==> src/common/sbt_pkg.sv <==
// Purpose: constants for the sequential break and trace trigger block
// Assumes: one core clock, plain register port with one-cycle read latency
// Notes: register map and field layouts below
// Functional notes
// Channel match counts only after prerequisite channel matched
// Prerequisite may be the shared match flag
// Prerequisite channel never breaks by itself
// Match action sets, clears or keeps flag
// Any program break clears the match flag
// System bus channels sequence independently, same scheme
// Branch trace records source, destination, type, master
// Range trace captures only addresses inside window
// Range trace selects read, write or both; ASID
// No ASID condition means ASID is don't-care
// Range capture needs acquire-trace action enabled
// Break when non-prerequisite channel matches with prerequisites met
package sbt_pkg;
  localparam int NCPU = 8;
  localparam int NSYS = 2;
  localparam int NCH = NCPU + NSYS;
  localparam int CHW = 4;
  localparam int AW = 6;
  // Prerequisite select encoding: 0 none, 1..N channel index+1 within the group, 15 match flag
  localparam logic [3:0] PRE_NONE = 4'h0;
  localparam logic [3:0] PRE_FLAG = 4'hf;
  // Flag action encoding
  localparam logic [1:0] ACT_KEEP = 2'h0;
  localparam logic [1:0] ACT_SET = 2'h1;
  localparam logic [1:0] ACT_CLR = 2'h2;
  // Register offsets
  localparam logic [AW-1:0] REG_CH_CFG0 = 6'h00;
  localparam logic [AW-1:0] REG_STATUS = 6'h10;
  localparam logic [AW-1:0] REG_RANGE_START = 6'h11;
  localparam logic [AW-1:0] REG_RANGE_END = 6'h12;
  localparam logic [AW-1:0] REG_RANGE_CTRL = 6'h13;
  localparam logic [AW-1:0] REG_BR_SRC = 6'h14;
  localparam logic [AW-1:0] REG_BR_DST = 6'h15;
  localparam logic [AW-1:0] REG_BR_INFO = 6'h16;
  localparam logic [AW-1:0] REG_BR_CTRL = 6'h17;
  localparam logic [AW-1:0] REG_TRC_BASE = 6'h20;
  // Channel config fields
  localparam int CF_PRE_LSB = 0;
  localparam int CF_ACT_LSB = 4;
  localparam int CF_EN_BIT = 6;
  // Range control fields
  localparam int RC_RD_BIT = 0;
  localparam int RC_WR_BIT = 1;
  localparam int RC_ASEN_BIT = 2;
  localparam int RC_ACQ_BIT = 3;
  localparam int RC_ASID_LSB = 8;
  localparam int ASIDW = 8;
  // Trace memory
  localparam int TRC_DEPTH = 8;
  localparam int TRC_AW = 3;
  localparam int TRC_W = 32;
endpackage

==> src/core/sbt_trace_mem.sv <==
// Purpose: small trace capture memory with registered read data
// Assumes: one write and one read port on the core clock
// Notes: circular write pointer kept by the caller
`timescale 1ns/1ps
module sbt_trace_mem
  import sbt_pkg::*;
(
  // Clock
  input wire logic clk,
  // Write side
  input wire logic wrEn,
  input wire logic [TRC_AW-1:0] wrAddr,
  input wire logic [TRC_W-1:0] wrData,
  // Read side
  input wire logic [TRC_AW-1:0] rdAddr,
  output logic [TRC_W-1:0] rdData
);
  logic [TRC_W-1:0] mem [TRC_DEPTH];

  // Storage and registered read
  always_ff @(posedge clk) begin
    if (wrEn) begin
      mem[wrAddr] <= wrData;
    end
    rdData <= mem[rdAddr];
  end
endmodule // sbt_trace_mem

==> src/core/sbt_seq_group.sv <==
// Purpose: prerequisite and match-flag sequencing for one channel group
// Assumes: raw channel matches are one-cycle pulses from the comparators
// Notes: used once for core channels and once for system bus channels
`timescale 1ns/1ps
module sbt_seq_group
  import sbt_pkg::*;
#(
  parameter int N = 8
)
(
  // Clock and reset
  input wire logic clk,
  input wire logic resetn,
  // Configuration
  input wire logic [N*CHW-1:0] preSel,
  input wire logic [N*2-1:0] flagAct,
  input wire logic [N-1:0] chEn,
  // Events
  input wire logic [N-1:0] rawMatch,
  input wire logic breakIn,
  // Results
  output logic breakOut,
  output logic [N-1:0] armed,
  output logic matchFlag
);
  logic [N-1:0] armed_r, armed_nxt;
  logic flag_r, flag_nxt;
  logic [N-1:0] qualMatch, isPre;

  // Qualify each channel by its prerequisite
  always_comb begin
    isPre = '0;
    breakOut = 1'b0;
    for (int i = 0; i < N; i++) begin
      logic [CHW-1:0] s;
      s = preSel[i*CHW +: CHW];
      qualMatch[i] = rawMatch[i] & chEn[i];
      if (s == PRE_FLAG) begin
        qualMatch[i] = qualMatch[i] & flag_r;
      end else if (s != PRE_NONE && int'(s) <= N) begin
        qualMatch[i] = qualMatch[i] & armed_r[int'(s) - 1];
        isPre[int'(s) - 1] = 1'b1;
      end
    end
    for (int i = 0; i < N; i++) begin
      if (qualMatch[i] && !isPre[i]) begin
        breakOut = 1'b1;
      end
    end
  end

  // Arm state and flag actions
  always_comb begin
    armed_nxt = armed_r | qualMatch;
    flag_nxt = flag_r;
    for (int i = 0; i < N; i++) begin
      if (qualMatch[i] && flagAct[i*2 +: 2] == ACT_SET) begin
        flag_nxt = 1'b1;
      end else if (qualMatch[i] && flagAct[i*2 +: 2] == ACT_CLR) begin
        flag_nxt = 1'b0;
      end
    end
    if (breakIn) begin
      flag_nxt = 1'b0;
      armed_nxt = '0;
    end
  end

  always_ff @(posedge clk) begin
    if (!resetn) begin
      armed_r <= '0;
      flag_r <= 1'b0;
    end else begin
      armed_r <= armed_nxt;
      flag_r <= flag_nxt;
    end
  end

  assign armed = armed_r;
  assign matchFlag = flag_r;
endmodule // sbt_seq_group

==> src/core/sbt_trigger.sv <==
// Purpose: sequential break and trace trigger top
// Assumes: bus signals from the core on the same clock, used here without an input register
// Notes: raw matches come from external comparators, one bit per channel
//
// Chosen here: the placing of the registers and strobed register access.
`timescale 1ns/1ps
module sbt_trigger
  import sbt_pkg::*;
(
  // Clock and reset
  input wire logic clk,
  input wire logic resetn,
  // Register port
  input wire logic [AW-1:0] regAddr,
  input wire logic [31:0] regWdata,
  input wire logic regWr,
  input wire logic regRd,
  output logic [31:0] regRdata,
  // Channel comparator matches
  input wire logic [NCPU-1:0] cpuRawMatch,
  input wire logic [NSYS-1:0] sysRawMatch,
  // Branch events
  input wire logic branchValid,
  input wire logic [31:0] branchSrc,
  input wire logic [31:0] branchDst,
  input wire logic [3:0] branchType,
  input wire logic [1:0] branchMaster,
  // Data bus
  input wire logic busValid,
  input wire logic busWrite,
  input wire logic [31:0] busAddr,
  input wire logic [ASIDW-1:0] busAsid,
  // Results
  output logic programBreak,
  output logic cpuMatchFlag,
  output logic sysMatchFlag,
  output logic rangeHit
);
  logic [6:0] chCfg_r [NCH];
  logic [6:0] chCfg_nxt [NCH];
  logic [31:0] rStart_r, rStart_nxt, rEnd_r, rEnd_nxt;
  logic [15:0] rCtrl_r, rCtrl_nxt;
  logic brAcq_r, brAcq_nxt;
  logic [31:0] brSrc_r, brSrc_nxt, brDst_r, brDst_nxt;
  logic [5:0] brInfo_r, brInfo_nxt;
  logic [TRC_AW-1:0] wp_r, wp_nxt;
  logic [3:0] trcCnt_r, trcCnt_nxt;
  logic brk_r, brk_nxt, hit_r, hit_nxt;
  logic [AW-1:0] rdAddr_r;
  logic rdTrc_r;
  logic [31:0] rdMux_r, rdMux_nxt;
  logic [NCPU*CHW-1:0] cpuPre;
  logic [NCPU*2-1:0] cpuAct;
  logic [NCPU-1:0] cpuEn, cpuArmed;
  logic [NSYS*CHW-1:0] sysPre;
  logic [NSYS*2-1:0] sysAct;
  logic [NSYS-1:0] sysEn, sysArmed;
  logic cpuBrk, sysBrk, anyBreak;
  logic inWin, dirOk, asidOk, rangeMatch, capture;
  logic [TRC_W-1:0] trcRdata;

  // Unpack channel configuration per group
  for (genvar g = 0; g < NCH; g++) begin : gCfg
    if (g < NCPU) begin : gCpu
      assign cpuPre[g*CHW +: CHW] = chCfg_r[g][CF_PRE_LSB +: CHW];
      assign cpuAct[g*2 +: 2] = chCfg_r[g][CF_ACT_LSB +: 2];
      assign cpuEn[g] = chCfg_r[g][CF_EN_BIT];
    end else begin : gSys
      assign sysPre[(g-NCPU)*CHW +: CHW] = chCfg_r[g][CF_PRE_LSB +: CHW];
      assign sysAct[(g-NCPU)*2 +: 2] = chCfg_r[g][CF_ACT_LSB +: 2];
      assign sysEn[g-NCPU] = chCfg_r[g][CF_EN_BIT];
    end
  end

  assign anyBreak = cpuBrk | sysBrk;

  // Core channel sequencer
  sbt_seq_group #(.N(NCPU)) uCpu (
    .clk(clk),
    .resetn(resetn),
    .preSel(cpuPre),
    .flagAct(cpuAct),
    .chEn(cpuEn),
    .rawMatch(cpuRawMatch),
    .breakIn(anyBreak),
    .breakOut(cpuBrk),
    .armed(cpuArmed),
    .matchFlag(cpuMatchFlag)
  );

  // System bus sequencer, own flag and arm state
  sbt_seq_group #(.N(NSYS)) uSys (
    .clk(clk),
    .resetn(resetn),
    .preSel(sysPre),
    .flagAct(sysAct),
    .chEn(sysEn),
    .rawMatch(sysRawMatch),
    .breakIn(anyBreak),
    .breakOut(sysBrk),
    .armed(sysArmed),
    .matchFlag(sysMatchFlag)
  );

  // Range window qualification
  always_comb begin
    inWin = (busAddr >= rStart_r) && (busAddr <= rEnd_r);
    dirOk = busWrite ? rCtrl_r[RC_WR_BIT] : rCtrl_r[RC_RD_BIT];
    asidOk = !rCtrl_r[RC_ASEN_BIT] ||
      (busAsid == rCtrl_r[RC_ASID_LSB +: ASIDW]);
    rangeMatch = busValid && inWin && dirOk && asidOk;
    capture = rangeMatch && rCtrl_r[RC_ACQ_BIT];
  end

  // Register writes, branch capture and trace pointer
  always_comb begin
    for (int i = 0; i < NCH; i++) begin
      chCfg_nxt[i] = chCfg_r[i];
      if (regWr && regAddr == REG_CH_CFG0 + AW'(i)) begin
        chCfg_nxt[i] = regWdata[6:0];
      end
    end
    rStart_nxt = rStart_r;
    rEnd_nxt = rEnd_r;
    rCtrl_nxt = rCtrl_r;
    brAcq_nxt = brAcq_r;
    if (regWr && regAddr == REG_RANGE_START) begin
      rStart_nxt = regWdata;
    end
    if (regWr && regAddr == REG_RANGE_END) begin
      rEnd_nxt = regWdata;
    end
    if (regWr && regAddr == REG_RANGE_CTRL) begin
      rCtrl_nxt = regWdata[15:0];
    end
    if (regWr && regAddr == REG_BR_CTRL) begin
      brAcq_nxt = regWdata[0];
    end
    brSrc_nxt = brSrc_r;
    brDst_nxt = brDst_r;
    brInfo_nxt = brInfo_r;
    if (branchValid && brAcq_r) begin
      brSrc_nxt = branchSrc;
      brDst_nxt = branchDst;
      brInfo_nxt = {branchMaster, branchType};
    end
    wp_nxt = capture ? wp_r + TRC_AW'(1) : wp_r;
    trcCnt_nxt = trcCnt_r;
    if (capture && trcCnt_r != 4'(TRC_DEPTH)) begin
      trcCnt_nxt = trcCnt_r + 4'h1;
    end
    brk_nxt = anyBreak;
    hit_nxt = rangeMatch;
  end

  // Read data selection
  always_comb begin
    rdMux_nxt = 32'h0;
    if (regRd) begin
      if (regAddr < REG_CH_CFG0 + AW'(NCH)) begin
        rdMux_nxt = {25'h0, chCfg_r[regAddr[3:0]]};
      end else begin
        unique case (regAddr)
          REG_STATUS: rdMux_nxt = {16'h0, trcCnt_r, 2'h0, sysArmed, cpuArmed};
          REG_RANGE_START: rdMux_nxt = rStart_r;
          REG_RANGE_END: rdMux_nxt = rEnd_r;
          REG_RANGE_CTRL: rdMux_nxt = {16'h0, rCtrl_r};
          REG_BR_SRC: rdMux_nxt = brSrc_r;
          REG_BR_DST: rdMux_nxt = brDst_r;
          REG_BR_INFO: rdMux_nxt = {26'h0, brInfo_r};
          REG_BR_CTRL: rdMux_nxt = {31'h0, brAcq_r};
          default: rdMux_nxt = 32'h0;
        endcase
      end
    end
  end

  always_ff @(posedge clk) begin
    if (!resetn) begin
      for (int i = 0; i < NCH; i++) begin
        chCfg_r[i] <= 7'h0;
      end
      rStart_r <= 32'h0;
      rEnd_r <= 32'h0;
      rCtrl_r <= 16'h0;
      brAcq_r <= 1'b0;
      brSrc_r <= 32'h0;
      brDst_r <= 32'h0;
      brInfo_r <= 6'h0;
      wp_r <= '0;
      trcCnt_r <= 4'h0;
      brk_r <= 1'b0;
      hit_r <= 1'b0;
      rdAddr_r <= '0;
      rdTrc_r <= 1'b0;
      rdMux_r <= 32'h0;
    end else begin
      chCfg_r <= chCfg_nxt;
      rStart_r <= rStart_nxt;
      rEnd_r <= rEnd_nxt;
      rCtrl_r <= rCtrl_nxt;
      brAcq_r <= brAcq_nxt;
      brSrc_r <= brSrc_nxt;
      brDst_r <= brDst_nxt;
      brInfo_r <= brInfo_nxt;
      wp_r <= wp_nxt;
      trcCnt_r <= trcCnt_nxt;
      brk_r <= brk_nxt;
      hit_r <= hit_nxt;
      rdAddr_r <= regAddr;
      rdTrc_r <= regRd && regAddr >= REG_TRC_BASE &&
        regAddr < REG_TRC_BASE + AW'(TRC_DEPTH);
      rdMux_r <= rdMux_nxt;
    end
  end

  // Range trace storage
  sbt_trace_mem uMem (
    .clk(clk),
    .wrEn(capture),
    .wrAddr(wp_r),
    .wrData(busAddr),
    .rdAddr(regAddr[TRC_AW-1:0]),
    .rdData(trcRdata)
  );

  assign regRdata = rdTrc_r ? trcRdata : rdMux_r;
  assign programBreak = brk_r;
  assign rangeHit = hit_r;
endmodule // sbt_trigger

==> config.mk <==
export PLATFORM = sky130hd
export DESIGN_NAME = sbt_trigger
export DESIGN_NICKNAME = d
export VERILOG_FILES = /design/src/common/sbt_pkg.sv /design/src/core/sbt_trace_mem.sv /design/src/core/sbt_seq_group.sv /design/src/core/sbt_trigger.sv
export SDC_FILE = /design/constraint.sdc
export NUM_CORES = 1
export LEC_CHECK = 0
export ABC_CLOCK_PERIOD_IN_PS = 3310
export BUFFER_PORTS_ARGS = -buffer_cell sky130_fd_sc_hd__buf_4
export CAP_MARGIN = 20
export CORE_ASPECT_RATIO = 1.25
export CORE_MARGIN = 2
export CORE_UTILIZATION = 35
export CTS_BUF_LIST = sky130_fd_sc_hd__clkbuf_16
export DETAILED_ROUTE_END_ITERATION = 8
export GPL_TIMING_DRIVEN = 0
export SETUP_SLACK_MARGIN = 0.05
export SYNTH_ARGS = -nofsm -noshare
export SYNTH_HDL_FRONTEND = slang
export SYNTH_SLANG_ARGS = --single-unit
==> constraint.sdc <==
create_clock -name clk -period 3.31 [get_ports clk]
set_input_delay 0.1655 -clock clk [delete_from_list [all_inputs] [get_ports clk]]
set_output_delay 0.1655 -clock clk [all_outputs]
set_load 0.005 [all_outputs]
==> flow_summary.ini, run 1 <==
[placement]
port_buffers = 199
gp_congestion = 0.941
placed_cells = 3522
place_ws_ps = -1800
dp_hpwl_mm = 70.0

[finish]
final_nets = 3062
layout-area-overhead-vs-synth_pct = 28.2
mostFrequentLayoutCells = nand2_1, dfxtp_1, edfxtp_1
drive_gt1_frac = 0.227
final_util = 0.454
finalNonFillerCells = 3828
layout_commonest_cell = nand2_1

[global_routing]
antenna_found_initial = 4
grt_use_total = 0.247
overflow = 0
grt_start_max_net_pins = 23
grt_first_pass_wirelength_mm = 142
grt_pass1_vias = 21300

[floorplanning]
pin_count = 201
die_h_um = 312
start_util = 0.354
die_area_mm2 = 0.0779
row_count = 112
coreArea_mm2 = 0.0748
die_x_um = 250

[power]
p_int_w = 0.0115
p_comb_frac = 0.069
pwr-share-seq = 0.489
irDropWorstVdd_mv = 0.372
p_leak_nw = 11.7
power_density_mw_per_mm2 = 441
power.switching_w = 0.00352
p_sw_frac = 0.235
clkPwrFrac = 0.442

[sta]
grt_setup_unrepaired = yes
finalHoldViolations = 0
whs_ps = 35.4
max_freq_mhz = 298
skew_ps = 42.7
slew_violations = 0
finalSetupViolCount = 49
final.period_utilization = 1.01
finalCriticalPeriod_ps = 3360
worst_slew_pin_slew_ps = 1110
fin_ws_ps = -49.4
relSlewSlack = 0.257
tns_ps = -1160

[hold_path]
hold_class = input port to flip-flop
hold_depth = 4

[routing]
highest_layer = met5
routed_wl_mm = 98.9
drtAntennaViolNets = 0
num_vias = 21200
vias_per_cell = 5.53
drcViolationCount = 0
first_pass_iters = 8
dr_wl_met3_mm = 6.53
wl_met1_mm = 37.0
detail_route.wl_per_cell_um = 25.8
met2_length_mm = 48.8
drt_iter0_markers = 1769

[cts]
root_buffer = clkbuf_16
clock-sinks = 563
cts_buffer_depth = 3
cts_buffers = 57
cts.clk_slew.worst_paths_ps = 70
clk_latency_ps = 660
htreeDepth = 2
cts_tree = done

[synthesis]
synth_compound_area_frac = 0.129
synth_cell_types = 86
synth_xor_area_frac = 0.00600
synth-seq-area-share = 0.522
synthSimpleGateAreaFrac = 0.129
netlist_area_mm2 = 0.0265
synth_edf_count = 256
synthCells = 2351
syn_area_per_cell_um2 = 11.3
synth_top_family_by_area = multiplexers
syn-num-nets = 2607
synth.yosys.warnings = 0
yosys.area_share.adder = 0.0430
synth.area.mux_share = 0.130
synth_seq_cells = 563
synth_flop_cell = dfxtp_1
async_reset_ff_frac = 0

[setup_path]
cp.required_ps = 3650
crit_type = flip-flop to flip-flop
r2r.worst_path.cells = 14
worstSetupStartpointType = flip-flop
crit_path_max_fanout = 7
worst_ep_arrival_time_ps = 3700
end_kind = flip-flop

[flow_run]
max-cap-violations = 0

[outcome]
violations = negative setup slack
outcome = finished, violations left
-- kinds of logic (layout without fill, tap and decap cells) --
group                    Yosys count  after routing
AO/OA/AOI/OAI                    469            469
XOR/XNOR                          16             16
adder cells (fa/ha/maj)           91             91
buffers and inverters            270            768
flip-flops                       563            563
multiplexers                     228            228
other                              0              4
AND/OR/NAND/NOR                  714            720
-- power groups by stage --
stage	sequential, W	clock, W	combinational, W
after floorplan	0.00746	0	0.000397
after global placement	0.00747	0	0.000846
after detailed placement	0.00747	0	0.000861
after CTS	0.00732	0.00669	0.00103
after global routing	0.00732	0.00696	0.00110
final	0.00732	0.00662	0.00104
-- flip-flops by register name (all words and copies together) (netlist names), 4 cells and up --
name and count:
uMem.rdData 32, uCpu.armed 8, brInfo_r 6, rdMux_r 32, rStart_r 32, chCfg_r 70
brSrc_r 32, uMem.mem 256, rEnd_r 32, rCtrl_r 16, brDst_r 32, trcCnt_r 4
-- worst max-delay path, stage by stage (launching register included) --
cell      delay [ps]
dfxtp_2          330
ha_1             260
nand2b_1         100
a21o_1           140
a211oi_2          80
or3_4            400
a311oi_4         440
nor4_4            80
nor4_4           140
buf_4            190
and2_4           180
buf_12           130
buf_8            110
and4b_4          330
buf_12           150
-- through the flow --
| step | total power [W] | instance area [um2] |
|---|---|---|
| floorplan | 0.00786 | 26500 |
| detailed placement | 0.00833 | 29300 |
| global route | 0.0154 | 34000 |
| global placement | 0.00832 | 29200 |
| finish | 0.0150 | 34000 |
| CTS | 0.0150 | 33500 |
-- Yosys cell counts (all sizes together) (4+ instances only) --
cell	instances	area, um2
nor3b	7	57.6
and4	6	52.6
ha	91	1140
a22o	7	61.3
o32ai	4	35.0
a222oi	7	70.1
nor2	46	173
xnor2	8	70.1
o211ai	5	37.5
nand2	390	1470
a21o	17	128
a21boi	174	1310
nand4	27	169
dfxtp	307	6150
o2111ai	4	35.0
nand2b	22	138
or2	8	50.1
a22oi	74	556
o21ai	27	135
or3	10	62.6
or3b	6	52.6
o21a	13	97.6
nor2b	72	450
a211oi	11	82.6
nand3b	9	67.6
o22ai	14	87.6
a31oi	10	62.6
nand4b	5	43.8
a2111oi	5	43.8
mux2i	73	731
a21oi	56	280
mux4	86	1940
a221oi	10	87.6
buf	36	191
edfxtp	256	7690
xor2	8	88.8
and2	9	57.6
nand3	35	175
mux2	69	781
nor4	12	87.6
nor3	33	175
and3	5	31.3
clkbuf	128	485
inv	106	398
-- final cells by class --
type	count	area (um2)
Inverter	106	398
Multi-Input combinational cell	1524	12100
Tap cell	969	1210
Timing Repair Buffer	393	3800
Buffer	161	706
Antenna cell	4	10.0
Sequential cell	563	13900
Clock inverter	51	490
Clock buffer	57	1430
Fill cell	6867	40800
-- routing by layer --
layer  up-vias  GRT usage
met4         4      0.139
met1     10500      0.286
met5         -          0
met3       280     0.0440
met2       891      0.429
li1       9516          -
-- path summary, 6_finish.rpt --
path                  start        endpoint  slack, ps
min          cpuRawMatch[1]   uCpu.armed[1]         40
max reg2reg     rStart_r[0]  uMem.mem[6][8]        -50
min reg2reg      rCtrl_r[6]      rCtrl_r[6]        460
max             rStart_r[0]  uMem.mem[6][8]        -50
-- timing repair --
action                                  4_1_cts  5_1_grt
hold endpoints to repair                    409        0
hold buffers                                137        0
setup buffers                                32       16
pin swaps                                    16       19
resized for setup                            93       57
gates cloned                                  8        6
endpoints found under the setup margin      277      269
Note: power is estimated with default switching activity, not from simulation.
==> inputs of run 2 (changes only) <==
--- a/config.mk
+++ b/config.mk
@@ -5,6 +5,7 @@
 export SDC_FILE = /design/constraint.sdc
 export NUM_CORES = 1
 export LEC_CHECK = 0
+export ABC_AREA = 1
 export ABC_CLOCK_PERIOD_IN_PS = 3310
 export BUFFER_PORTS_ARGS = -buffer_cell sky130_fd_sc_hd__buf_4
 export CAP_MARGIN = 20
==> run 2 against run 1 <==
Via count is 6.5% higher; clock-buffer cell count stayed put; register-to-register slack better by 220 ps; area after synthesis is 4.7% lower; clock skew is 17 ps higher; the flow now finishes without violations; clock power is 2% lower; critical path type unchanged.
==> flow_summary.ini, run 2 <==
[sta]
slew_violations = 0
final.period_utilization = 0.949
skew_ps = 59.4
relSlewSlack = 0.241
grt_setup_unrepaired = no
worst_slew_pin_slew_ps = 1140
finalHoldViolations = 0
max_freq_mhz = 318
tns_ps = 0
finalCriticalPeriod_ps = 3140
finalSetupViolCount = 0

[setup_path]
worstSetupStartpointType = flip-flop
cp.required_ps = 3680
max_stage_delay_ps = 340
cp_top_family = simple AND/OR/NAND/NOR gates
worst-path-buf-inv = 3
crit_top_cell = nand2_1
slowest_stage = or2_4
end_kind = flip-flop
crit_path_max_fanout = 12
crit_chain = inv_1, ha_1, nand2_1, o21bai_1, a21oi_1, o21ai_0, nand2_1, nand2_1, nand2_1, nand2_1, nand2_1, nand2_1, nand2_2, nand4_1, or2_4, nor3_4, buf_8, buf_16
worst_ep_arrival_time_ps = 3510
crit_type = flip-flop to flip-flop

[finish]
final_nets = 3384
layout-area-overhead-vs-synth_pct = 26.3
fillerInstances = 6928
largestRegisters = uMem.mem x256, chCfg_r x70
final_util = 0.445
regMostFlops = uMem.mem
layout_commonest_cell = dfxtp_1
largest_reg_flops = 256
drive_gt1_frac = 0.152
mostFrequentLayoutCells = dfxtp_1, nand2_1, o21ai_0
multi_input_area_mm2 = 0.00985
ff_latch_area_mm2 = 0.0138

[outcome]
outcome = finished clean

[global_routing]
grt_use_met1 = 0.316
grt_start_max_net_pins = 19
grtUsageMet2 = 0.432
top_usage_layer = met2
use_met3 = 0.0343
antenna_found_initial = 4
grt_use_total = 0.251
grt_first_pass_wirelength_mm = 139
grt_pass1_vias = 21700
overflow = 0

[power]
p_total_w = 0.0150
p_leak_nw = 11.6
power_density_mw_per_mm2 = 469
irDropWorstVdd_mv = 0.525

[floorplanning]
coreArea_mm2 = 0.0717
pin_count = 201
row_count = 110
start_util = 0.352
die_area_mm2 = 0.0743
die_h_um = 304
die_x_um = 244

[synthesis]
synthTopCellsByCount = dfxtp_1, nand2_1, o21ai_0
synth_top_area_frac = 0.304
synthCells = 2697
netlist_area_mm2 = 0.0253
synth_seq_cells = 563
syn_area_per_cell_um2 = 9.36
yosysMostFrequentCell = dfxtp_1
synth_flop_cell = dfxtp_1
syn-num-nets = 2953
synth_edf_count = 256
synth-seq-area-share = 0.548
yosys.area.top_type = edfxtp_1
synth.yosys.warnings = 0
async_reset_ff_frac = 0
synth_cell_types = 63
yosys-top-cells-area = edfxtp_1, dfxtp_1, o21ai_0

[routing]
first_pass_iters = 5
drtAntennaViolNets = 0
vias_per_cell = 5.46
num_vias = 22600
drcViolationCount = 0
routed_wl_mm = 96.0
detail_route.wl_per_cell_um = 23.3
drt_iter0_markers = 2101

[cts]
cts.clk_slew.worst_paths_ps = 60
root_buffer = clkbuf_16
cts_tree = done
clk_latency_ps = 670
cts_buffers = 57
htreeDepth = 2
cts_buffer_depth = 3
clock-sinks = 563

[placement]
dp_hpwl_mm = 72.0
port_buffers = 200
gp_congestion = 0.955

[hold_path]
hold_class = input port to flip-flop

[flow_run]
max-cap-violations = 0
run 2: area by class of cell:
class / instances / share of cell area
Tap cell: 952 / 0.0373
Inverter: 292 / 0.0347
Clock buffer: 57 / 0.0447
Clock inverter: 50 / 0.0143
Multi-Input combinational cell: 1706 / 0.309
Sequential cell: 563 / 0.434
Buffer: 136 / 0.0180
Antenna cell: 2 / 0.000157
Timing Repair Buffer: 372 / 0.109
run 2: per-stage QoR:
step	setup slack, ps	hold WS (ps)	std cells	area [um2]
2_1_floorplan	-181	242	2697	25300
3_3_place_gp	-2260	415	3849	28000
3_5_place_dp	-908	416	3865	28400
4_1_cts	53.6	2.97	4127	31900
5_1_grt	61.3	31.0	4128	31900
6_report	169	16.7	4130	31900
run 2: per-layer routing:
layer | share of wire | vias to the layer above
met5 | 0.00028 | -
met4 | 0.045 | 4
met3 | 0.073 | 237
met2 | 0.49 | 1065
met1 | 0.40 | 10800
li1 | - | 10400
run 2: timing repair:
item                                    4_1_cts  5_1_grt
resized for setup                             4        6
hold endpoints to repair                    410        0
buffers inserted                             17        1
endpoints found under the setup margin      256      222
hold buffers                                138        0
gates cloned                                  0        0
pin swaps                                    10        8
run 2: worst min-delay path, delay by kind of cell:
family	cells	cell delay (ps)
AO/OA/AOI/OAI	1	60
buffers and inverters	2	230
AND/OR/NAND/NOR	2	160
run 2: logic make-up after synthesis:
family | share of synthesized area
mux | 0.0143
fa+ha+maj | 0.0451
xor+xnor | 0.00302
compound gates | 0.191
buf+inv | 0.0665
simple gates | 0.132
flops | 0.548
run 2: report_power, final:
group / leakage [nW] / internal [W] / switching [W]
combinational: 5.83 / 0.000424 / 0.000676
clock: 0.958 / 0.00362 / 0.00290
sequential: 4.79 / 0.00731 / 0.0000238
run 2: final timing paths:
path	to	slack (ps)	cells after the start	start
worst min register to register	brDst_r[17]	450	2	brDst_r[17]
worst max register to register	uMem.mem[4][26]	170	18	rStart_r[3]
worst max-delay path	uMem.mem[4][26]	170	18	rStart_r[3]
worst min-delay path	uSys.armed[0]	20	5	sysRawMatch[0]
